[src/design/flag_bank_cfg.svh]
`ifndef FLAG_BANK_CFG_SVH
`define FLAG_BANK_CFG_SVH

// register offsets
`define FLAGS_ZERO_OFFSET 8'h22
`define FLAGS_ONE_OFFSET  8'h23
`define FLAGS_TWO_OFFSET  8'h24

// power-on value of every flag register
`define FLAGS_RESET_VALUE 8'h00

// bit positions in flags_zero
`define BIT_INPUT_BUS_PRESENCE   0
`define BIT_ADAPTER_ONE_PRESENCE 1

// bit positions in flags_one
`define BIT_CHARGER_DETECT       0
`define BIT_BATTERY_PRESENCE     1
`define BIT_THERMAL_REGULATION   2
`define BIT_INPUT_BUS_STATE      4
`define BIT_CURRENT_OPTIMIZER    6
`define BIT_CHARGE_STATE         7

// bit positions in flags_two
`define BIT_TOPOFF_TIMEOUT       0
`define BIT_PRECHARGE_TIMEOUT    1
`define BIT_TRICKLE_TIMEOUT      2
`define BIT_FAST_CHARGE_TIMEOUT  3
`define BIT_MIN_SYSTEM_VOLTAGE   4
`define BIT_CONVERSION_DONE      5
`define BIT_DATA_LINE_DONE       6

// implemented bits; all others read zero
`define FLAGS_ZERO_MASK 8'h03
`define FLAGS_ONE_MASK  8'hd7
`define FLAGS_TWO_MASK  8'h7f

`endif

[src/design/flag_bank_pkg.sv]
package flag_bank_pkg;

   typedef logic [7:0] reg_byte_t;

   typedef enum {
      detect_any_change,
      detect_rising_edge
   } edge_mode_t;

endpackage : flag_bank_pkg

[src/design/change_detector.sv]
`include "flag_bank_cfg.svh"

// one-cycle event on a change (or a rising edge) of a synchronous status input;
// the first cycle after reset only primes the history so power-on levels raise nothing
module change_detector
   import flag_bank_pkg::*;
#(
   parameter int         WIDTH = 1,
   parameter edge_mode_t MODE  = detect_any_change
) (
   input  wire logic             clock,
   input  wire logic             rst_n,
   input  wire logic [WIDTH-1:0] status,
   output logic                  event_pulse
);

   logic [WIDTH-1:0] prev_reg;
   logic [WIDTH-1:0] prev_next;
   logic             primed_reg;
   logic             primed_next;

   always_comb begin
      prev_next   = status;
      primed_next = 1'b1;
      case (MODE)
         detect_rising_edge: begin
            event_pulse = primed_reg && (|(status & ~prev_reg));
         end
         default: begin
            event_pulse = primed_reg && (status != prev_reg);
         end
      endcase
   end

   always_ff @(posedge clock or negedge rst_n) begin
      if (!rst_n) begin
         prev_reg   <= '0;
         primed_reg <= 1'b0;
      end else begin
         prev_reg   <= prev_next;
         primed_reg <= primed_next;
      end
   end

endmodule : change_detector

[src/design/charger_event_flag_bank.sv]
`include "flag_bank_cfg.svh"

// Behaviour
// - adapter one presence change sets bit one
// - input bus presence change sets bit zero
// - charge status change sets bit seven
// - optimizer status change sets bit six
// - input bus status change sets bit four
// - thermal regulation rising edge sets bit two
// - battery presence change sets bit one
// - charger detection status change sets bit zero
// - register 0x23 resets zero, bits 5,3 zero
// - register 0x24 resets zero, bit 7 zero
// - data line detection completion sets bit six
// - single-mode conversion completion sets bit five
// - minimum system voltage regulation change sets bit four
// - fast charge timer rising edge sets bit three
// - trickle timer rising edge sets bit two
// - precharge timer rising edge sets bit one
// - topoff timer rising edge sets bit zero
module charger_event_flag_bank
   import flag_bank_pkg::*;
#(
   parameter int CHARGE_STATUS_WIDTH    = 3,
   parameter int OPTIMIZER_STATUS_WIDTH = 2,
   parameter int BUS_STATUS_WIDTH       = 4,
   parameter int DETECT_STATUS_WIDTH    = 2
) (
   input  wire logic                              clock,
   input  wire logic                              rst_n,
   input  wire logic                              adapter_one_present,
   input  wire logic                              input_bus_present,
   input  wire logic [CHARGE_STATUS_WIDTH-1:0]    charge_status,
   input  wire logic [OPTIMIZER_STATUS_WIDTH-1:0] optimizer_status,
   input  wire logic [BUS_STATUS_WIDTH-1:0]       input_bus_status,
   input  wire logic                              thermal_regulation,
   input  wire logic                              battery_present,
   input  wire logic [DETECT_STATUS_WIDTH-1:0]    charger_detect_status,
   input  wire logic                              data_line_detect_done,
   input  wire logic                              adc_one_shot_mode,
   input  wire logic                              adc_conversion_done,
   input  wire logic                              min_system_voltage_reg,
   input  wire logic                              fast_charge_timer_expired,
   input  wire logic                              trickle_timer_expired,
   input  wire logic                              precharge_timer_expired,
   input  wire logic                              topoff_timer_expired,
   input  wire logic [7:0]                        reg_addr,
   input  wire logic                              reg_read,
   input  wire logic                              reg_write,
   input  wire logic [7:0]                        reg_wdata,
   output logic [7:0]                             reg_rdata,
   output logic                                   reg_read_valid
);

   function automatic logic addr_hit(input logic [7:0] addr, input logic [7:0] offset);
      addr_hit = (addr == offset);
   endfunction : addr_hit

   logic ev_adapter_one;
   logic ev_input_bus_present;
   logic ev_charge_state;
   logic ev_optimizer;
   logic ev_bus_state;
   logic ev_thermal;
   logic ev_battery;
   logic ev_detect;
   logic ev_data_line;
   logic ev_conversion;
   logic ev_min_sys;
   logic ev_fast_timer;
   logic ev_trickle_timer;
   logic ev_pre_timer;
   logic ev_topoff_timer;

   change_detector #(
      .WIDTH(1),
      .MODE (detect_any_change)
   ) u_adapter_one (
      .clock      (clock),
      .rst_n      (rst_n),
      .status     (adapter_one_present),
      .event_pulse(ev_adapter_one)
   );
   change_detector #(
      .WIDTH(1),
      .MODE (detect_any_change)
   ) u_bus_present (
      .clock      (clock),
      .rst_n      (rst_n),
      .status     (input_bus_present),
      .event_pulse(ev_input_bus_present)
   );

   change_detector #(
      .WIDTH(CHARGE_STATUS_WIDTH),
      .MODE (detect_any_change)
   ) u_charge (
      .clock      (clock),
      .rst_n      (rst_n),
      .status     (charge_status),
      .event_pulse(ev_charge_state)
   );
   change_detector #(
      .WIDTH(OPTIMIZER_STATUS_WIDTH),
      .MODE (detect_any_change)
   ) u_opt (
      .clock      (clock),
      .rst_n      (rst_n),
      .status     (optimizer_status),
      .event_pulse(ev_optimizer)
   );
   change_detector #(
      .WIDTH(BUS_STATUS_WIDTH),
      .MODE (detect_any_change)
   ) u_bus_state (
      .clock      (clock),
      .rst_n      (rst_n),
      .status     (input_bus_status),
      .event_pulse(ev_bus_state)
   );
   change_detector #(
      .WIDTH(1),
      .MODE (detect_rising_edge)
   ) u_thermal (
      .clock      (clock),
      .rst_n      (rst_n),
      .status     (thermal_regulation),
      .event_pulse(ev_thermal)
   );
   change_detector #(
      .WIDTH(1),
      .MODE (detect_any_change)
   ) u_battery (
      .clock      (clock),
      .rst_n      (rst_n),
      .status     (battery_present),
      .event_pulse(ev_battery)
   );
   change_detector #(
      .WIDTH(DETECT_STATUS_WIDTH),
      .MODE (detect_any_change)
   ) u_detect (
      .clock      (clock),
      .rst_n      (rst_n),
      .status     (charger_detect_status),
      .event_pulse(ev_detect)
   );

   change_detector #(
      .WIDTH(1),
      .MODE (detect_rising_edge)
   ) u_data_line (
      .clock      (clock),
      .rst_n      (rst_n),
      .status     (data_line_detect_done),
      .event_pulse(ev_data_line)
   );
   change_detector #(
      .WIDTH(1),
      .MODE (detect_rising_edge)
   ) u_conversion (
      .clock      (clock),
      .rst_n      (rst_n),
      .status     (adc_conversion_done),
      .event_pulse(ev_conversion)
   );
   change_detector #(
      .WIDTH(1),
      .MODE (detect_any_change)
   ) u_min_sys (
      .clock      (clock),
      .rst_n      (rst_n),
      .status     (min_system_voltage_reg),
      .event_pulse(ev_min_sys)
   );
   change_detector #(
      .WIDTH(1),
      .MODE (detect_rising_edge)
   ) u_fast_timer (
      .clock      (clock),
      .rst_n      (rst_n),
      .status     (fast_charge_timer_expired),
      .event_pulse(ev_fast_timer)
   );
   change_detector #(
      .WIDTH(1),
      .MODE (detect_rising_edge)
   ) u_trickle_timer (
      .clock      (clock),
      .rst_n      (rst_n),
      .status     (trickle_timer_expired),
      .event_pulse(ev_trickle_timer)
   );
   change_detector #(
      .WIDTH(1),
      .MODE (detect_rising_edge)
   ) u_pre_timer (
      .clock      (clock),
      .rst_n      (rst_n),
      .status     (precharge_timer_expired),
      .event_pulse(ev_pre_timer)
   );
   change_detector #(
      .WIDTH(1),
      .MODE (detect_rising_edge)
   ) u_topoff_timer (
      .clock      (clock),
      .rst_n      (rst_n),
      .status     (topoff_timer_expired),
      .event_pulse(ev_topoff_timer)
   );

   reg_byte_t flags_zero_reg;
   reg_byte_t flags_zero_next;
   reg_byte_t flags_one_reg;
   reg_byte_t flags_one_next;
   reg_byte_t flags_two_reg;
   reg_byte_t flags_two_next;
   reg_byte_t set_zero;
   reg_byte_t set_one;
   reg_byte_t set_two;
   reg_byte_t rdata_reg;
   reg_byte_t rdata_next;
   logic      read_valid_reg;
   logic      read_valid_next;
   logic      clear_zero;
   logic      clear_one;
   logic      clear_two;

   // one-cycle set request per implemented flag bit
   always_comb begin
      set_zero = '0;
      set_one  = '0;
      set_two  = '0;
      set_zero[`BIT_ADAPTER_ONE_PRESENCE] = ev_adapter_one;
      set_zero[`BIT_INPUT_BUS_PRESENCE]   = ev_input_bus_present;
      set_one[`BIT_CHARGE_STATE]          = ev_charge_state;
      set_one[`BIT_CURRENT_OPTIMIZER]     = ev_optimizer;
      set_one[`BIT_INPUT_BUS_STATE]       = ev_bus_state;
      set_one[`BIT_THERMAL_REGULATION]    = ev_thermal;
      set_one[`BIT_BATTERY_PRESENCE]      = ev_battery;
      set_one[`BIT_CHARGER_DETECT]        = ev_detect;
      set_two[`BIT_DATA_LINE_DONE]        = ev_data_line;
      set_two[`BIT_CONVERSION_DONE]       = ev_conversion && adc_one_shot_mode;
      set_two[`BIT_MIN_SYSTEM_VOLTAGE]    = ev_min_sys;
      set_two[`BIT_FAST_CHARGE_TIMEOUT]   = ev_fast_timer;
      set_two[`BIT_TRICKLE_TIMEOUT]       = ev_trickle_timer;
      set_two[`BIT_PRECHARGE_TIMEOUT]     = ev_pre_timer;
      set_two[`BIT_TOPOFF_TIMEOUT]        = ev_topoff_timer;
   end

   // only reads clear; reg_write and reg_wdata are accepted and ignored;
   // an event in the clearing cycle survives the read
   always_comb begin
      clear_zero      = reg_read && addr_hit(reg_addr, `FLAGS_ZERO_OFFSET);
      flags_zero_next = ((clear_zero ? '0 : flags_zero_reg) | set_zero) & `FLAGS_ZERO_MASK;
   end

   always_ff @(posedge clock or negedge rst_n) begin
      if (!rst_n) begin
         flags_zero_reg <= `FLAGS_RESET_VALUE;
      end else begin
         flags_zero_reg <= flags_zero_next;
      end
   end

   always_comb begin
      clear_one      = reg_read && addr_hit(reg_addr, `FLAGS_ONE_OFFSET);
      flags_one_next = ((clear_one ? '0 : flags_one_reg) | set_one) & `FLAGS_ONE_MASK;
   end

   always_ff @(posedge clock or negedge rst_n) begin
      if (!rst_n) begin
         flags_one_reg <= `FLAGS_RESET_VALUE;
      end else begin
         flags_one_reg <= flags_one_next;
      end
   end

   always_comb begin
      clear_two      = reg_read && addr_hit(reg_addr, `FLAGS_TWO_OFFSET);
      flags_two_next = ((clear_two ? '0 : flags_two_reg) | set_two) & `FLAGS_TWO_MASK;
   end

   always_ff @(posedge clock or negedge rst_n) begin
      if (!rst_n) begin
         flags_two_reg <= `FLAGS_RESET_VALUE;
      end else begin
         flags_two_reg <= flags_two_next;
      end
   end

   // read port: data captured on the strobe and held until the next read
   always_comb begin
      rdata_next      = rdata_reg;
      read_valid_next = reg_read;
      if (reg_read) begin
         if (clear_zero) begin
            rdata_next = flags_zero_reg;
         end else if (clear_one) begin
            rdata_next = flags_one_reg;
         end else if (clear_two) begin
            rdata_next = flags_two_reg;
         end else begin
            rdata_next = `FLAGS_RESET_VALUE;
         end
      end
   end

   always_ff @(posedge clock or negedge rst_n) begin
      if (!rst_n) begin
         rdata_reg      <= `FLAGS_RESET_VALUE;
         read_valid_reg <= 1'b0;
      end else begin
         rdata_reg      <= rdata_next;
         read_valid_reg <= read_valid_next;
      end
   end

   assign reg_rdata      = rdata_reg;
   assign reg_read_valid = read_valid_reg;

endmodule : charger_event_flag_bank

[config.mk]
export PLATFORM = sky130hd
export DESIGN_NAME = charger_event_flag_bank
export DESIGN_NICKNAME = d
export VERILOG_FILES = /design/src/design/flag_bank_pkg.sv /design/src/design/change_detector.sv /design/src/design/charger_event_flag_bank.sv
export VERILOG_INCLUDE_DIRS = /design/src /design/src/design
export SDC_FILE = /design/constraint.sdc
export NUM_CORES = 1
export LEC_CHECK = 0
export BUFFER_PORTS_ARGS = -buffer_cell sky130_fd_sc_hd__buf_2
export CORE_AREA = 5 5 71 73
export CTS_CLUSTER_SIZE = 40
export DETAILED_ROUTE_END_ITERATION = 8
export DIE_AREA = 0 0 76 78
export GPL_ROUTABILITY_DRIVEN = 0
export PLACE_DENSITY = 0.84
export SLEW_MARGIN = 20
export SYNTH_ARGS = -nofsm -noshare
export SYNTH_HDL_FRONTEND = slang
export SYNTH_HIERARCHICAL = 1
export SYNTH_SLANG_ARGS = --single-unit
[constraint.sdc]
create_clock -name clock -period 1.37 [get_ports clock]
set_clock_uncertainty 0.05 [all_clocks]
set_input_delay 0.137 -clock clock [delete_from_list [all_inputs] [get_ports clock]]
set_output_delay 0.137 -clock clock [all_outputs]
set_load 0.1 [all_outputs]
### After elaboration in Yosys (flattened, before gate mapping)

Cells that the tools add are included.

| operators by class | value |
|---|---|
| eq/ne operators | 11 |
| multiplexer cells | 6 |
| bitwise logic cells | 17 |
| reduce and logical (&&, ||, !) cells | 19 |

Operators by type and width:

| kind | number |
|---|---|
| == test 8 x 6 -> 1 bit (second input constant) | 3 |
| 2-to-1 mux 8 bit | 3 |
| logical AND 1 bit | 19 |
| 2-to-1 mux 7 bit | 2 |
| OR 8 bit | 1 |
| bitwise AND 1 bit | 7 |
| inverter 1 bit | 7 |
| OR 7 bit | 1 |
| inequality test 1 bit | 4 |
| inequality test 2 bit | 2 |
| inequality test 4 bit | 1 |
| inequality test 3 bit | 1 |
| 2-to-1 mux 2 bit | 1 |
| OR 2 bit | 1 |

| storage, ports and cells | value |
|---|---|
| register bits after elaboration | 47 |
| bits of input ports | 43 |
| output and inout bits | 9 |
| word-level logic and storage cells | 74 |

### Depth between registers and ports, before layout

| logic depth | value |
|---|---|
| depth after elaboration | 5 |
| depth in mapped cells | 4 |
| mapped depth without buffers | 3 |

### Cells and area by module

The synthesis kept the hierarchy.

By module, submodules not included:

| module | times used | cells each | area an instance (um^2) | sequential area each (um^2) |
|---|---|---|---|---|
| charger_event_flag_bank | 1 | 78 | 996.0 | 600.6 |
| change_detector at u_conversion ... | 7 | 4 | 62.6 | 50.0 |
| change_detector at u_adapter_one ... | 4 | 5 | 68.8 | 50.0 |
| change_detector at u_detect ... | 2 | 7 | 103.8 | 75.1 |
| change_detector at u_bus_state | 1 | 11 | 175.2 | 125.1 |
| change_detector at u_charge | 1 | 9 | 138.9 | 100.1 |

### Least setup slack after synthesis

No wires, ideal clock.

| path | value |
|---|---|
| path type | register -> register |
| start | register reg_rdata[6] (netlist name) |
| end | register rdata_reg[6], in the netlist reg_rdata[6] |
| setup time | 0.087 ns |
| arrival time | 1.160 ns |
| data required time | 1.233 ns |
| slack | 0.073 ns |
| cell stages (with the launch flop) | 3 |
| buffers on the path | 0 |
| period minus slack after synthesis | 1.297 ns |
| cells stage by stage | dfrtp_1 > nand2b_1 > a22oi_1 |

RTL lines:

| what | line | text |
|---|---|---|
| end signal: assignment | charger_event_flag_bank.sv:312 | `` rdata_reg <= `FLAGS_RESET_VALUE; `` |
| end signal: assignment | charger_event_flag_bank.sv:315 | `rdata_reg <= rdata_next;` |
| end: declaration | charger_event_flag_bank.sv:222 | `reg_byte_t rdata_reg;` |

### Worst setup path in the final report

| path | value |
|---|---|
| start | register rdata_reg[1], in the netlist reg_rdata[1] |
| end | output port reg_rdata[1] |

RTL lines:

| what | line | text |
|---|---|---|
| end: declaration | charger_event_flag_bank.sv:51 | `output logic [7:0] reg_rdata,` |

No word-level cell between the ends.

==> results.yml <==
power_and_ir_drop:
  power.total_w: 0.00359
  ir_drop_uv: 490
  powerDensity_nw_per_um2: 1210
  p_leak_nw: 1.40
drt:
  drcViolationCount: 0
  ant_nets: 0
  num_vias: 1437
  wl_per_cell_um: 14.9
  vias_per_cell: 4.85
  wl_um: 4420
  drtPass1Iterations: 4
  drt_iter0_markers: 64
synth:
  syn-instance-count: 160
  synth_fp_nets: 203
  netlist_area_um2: 2230
  syn_avg_cell_area_um2: 13.9
  synth_compound_area_share_pct: 10.9
  synth-seq-area-share_pct: 68.4
  synth_xor_area_share_pct: 5.89
  yosys_warnings: 6
  synthArstFlopShare_pct: 100
  ys_seq_elements: 61
  synthDistinctLibCells: 27
  synth-edff-count: 0
  synth_top_family_by_area: "compound AO/OA/AOI/OAI gates"
  synthMuxAreaShare_pct: 1.01
  yosys.area_share.simple_pct: 9.53
  synthAdderAreaFrac_pct: 0
  synth_ff_type: "dfrtp_1"
setup_path:
  max_stage_delay_ns: 0.44
  crit_cells: 1
  critPathMaxFanout: 2
  startpoint: "reg_rdata[1]"
  rrSetupSlack_ns: 0.08
  crit_end: "reg_rdata[1]"
  slowest_stage: "buf_2"
  crit_buf_inv: 1
  r2r_start: "u_bus_state/prev_reg[0]"
  r2r_cells: 3
  worstPathRequired_ns: 1.18
  crit_path_start_kind: "flop"
  r2r_end: "flags_one_reg[4]"
  cp_top_family: "buffers and inverters"
  worstSetupPathType: "flop to output port"
  end_kind: "output port"
  crit_chain: "buf_2"
  cp.arrival_ns: 1.13
timing:
  min_period_ns: 1.31
  rsz0062_at_grt: "no"
  hold_violations: 0
  min_period_over_period_pct: 96.0
  fin_tns_setup_ns: 0
  report.final.slew_viol_count: 0
  layout_setup_ws_ns: 0.0552
  setup_viol: 0
  fmaxAchievable_mhz: 761
clock_network:
  cts_buffers: 9
  cts_root_buf: "clkbuf_8"
  cts_sinks: 61
  cts_tree: "built"
  cts.reportedPaths.clkPinSlew_ns: 0.06
  htree_levels: 3
  ctsLongestPathBuffers: 2
  insertion_delay_ns: 0.33
  cts_setup_buffers: 0
global_route:
  antenna_found_initial: 0
  grt_pass1_wl_um: 7770
  grt_use_total_pct: 17.2
  grt_max_degree: 37
  grt_overflow: 0
  grt_pass1_vias: 1548
die:
  rows: 24
  dieArea_um2: 5930
  core_area_um2: 4290
  dieHeight_um: 78
  start_util_pct: 52.0
  die_w_um: 76
  io_pins: 52
finish:
  largest_reg_flops: 8
  diodes: 0
  nets: 283
  drive_above_1_share_pct: 26.2
  syn2layout_area_growth_pct: 32.7
  finalNonFillerCells: 296
placement:
  dp.cells: 259
  place_ws_ns: -0.0187
  hpwlAfterDp_um: 2860
  port_buffers: 42
run_status:
  status: "complete, no violations"
flow_run:
  max_cap_violations: 0
hold_path:
  hold_class: "input pin to flop"
metrics by stage:
step	area, um^2	hold WS, ns	utilization, %
final	2960	0.0870	68.9
after floorplan	2230	-0.209	-
after global routing	2960	0.0999	68.9
after global placement	2550	0.0974	59.4
after detailed placement	2550	0.107	59.4
after CTS	2970	0.0736	69.1
final cells by class:
cell class	count	area, um^2
flip-flops and latches	61	1530
fillers	281	1330
multi-input cells	89	666
repair buffers	71	495
clock buffers	14	173
well taps	52	65.1
inverters	8	30.0
clock inverters	1	5.00
synthesized netlist by cell type, drive strengths merged, types with 2 or more instances:
| library cell | count | share of area, % |
|---|---|---|
| a21boi | 2 | 0.67 |
| a21o | 14 | 4.7 |
| a22oi | 6 | 2.0 |
| a32oi | 2 | 0.79 |
| and2 | 4 | 1.1 |
| and3b | 8 | 3.1 |
| conb | 15 | 2.5 |
| dfrtp | 61 | 68 |
| inv | 8 | 1.3 |
| mux2 | 2 | 1.0 |
| nand2b | 4 | 1.1 |
| nor3b | 3 | 1.2 |
| o22ai | 5 | 1.4 |
| xnor2 | 4 | 1.6 |
| xor2 | 11 | 4.3 |
per-layer routing:
metal  track usage, %  vias to the layer above  share of wire (%)
met4             11.0                        0                2.9
met5                0                        -                  0
li1                 -                      684                  -
met2             26.9                       44                 51
met3             4.40                       11                5.1
met1             21.3                      698                 41
cell families (layout without fill, tap and decap cells):
family	Yosys count	count (layout)
buffers and inverters	10	94
multiplexers	2	2
flip-flops	61	61
AND/OR/NAND/NOR	25	25
XOR/XNOR	15	15
other	15	15
AO/OA/AOI/OAI	32	32
report_power, final:
group          internal, W  leakage (nW)  switching (W)
clock network     0.000793        0.0926       0.000610
registers          0.00187         0.687      0.0000243
logic             0.000146         0.617       0.000147
placed cells by master, fill, tap and decap left out:
cell and instances:
dfrtp_1 61, buf_2 39, dlygate4sd3_1 24, conb_1 15, a21o_1 14, clkbuf_8 12, xor2_1 11, and3b_1 8
inv_1 8, buf_4 7, a22oi_1 6, o22ai_1 5, nand2b_1 4, and2_1 4, xnor2_1 4, nor3b_1 2
mux2_2 2, a32oi_1 2, clkbuf_1 2, a21boi_1 2, and4bb_1 1, nor4b_2 1, nand3b_1 1, nor3b_2 1
nand4bb_1 1, a22o_1 1, nand4b_1 1, or4b_1 1, clkinv_2 1, clkbuf_4 1, o41a_1 1, o31a_1 1
worst min-delay path by stage:
stage	slack (ns)	depth (start not counted)	to	startpoint
floorplan	-0.21	0	flags_one_reg[0]	rst_n
global placement	0.1	2	u_bus_state/primed_reg	rst_n
detailed placement	0.11	2	flags_one_reg[6]	rst_n
CTS	0.07	2	reg_read_valid	reg_read
global route	0.1	2	reg_read_valid	reg_read
finish	0.09	2	reg_read_valid	reg_read
what timing repair did:
item,in CTS,in global routing
endpoints found under the hold margin,84,0
endpoints found under the setup margin,0,2
resized for setup,0,1
hold buffers,24,0
Note: power is estimated with default switching activity, not from simulation.
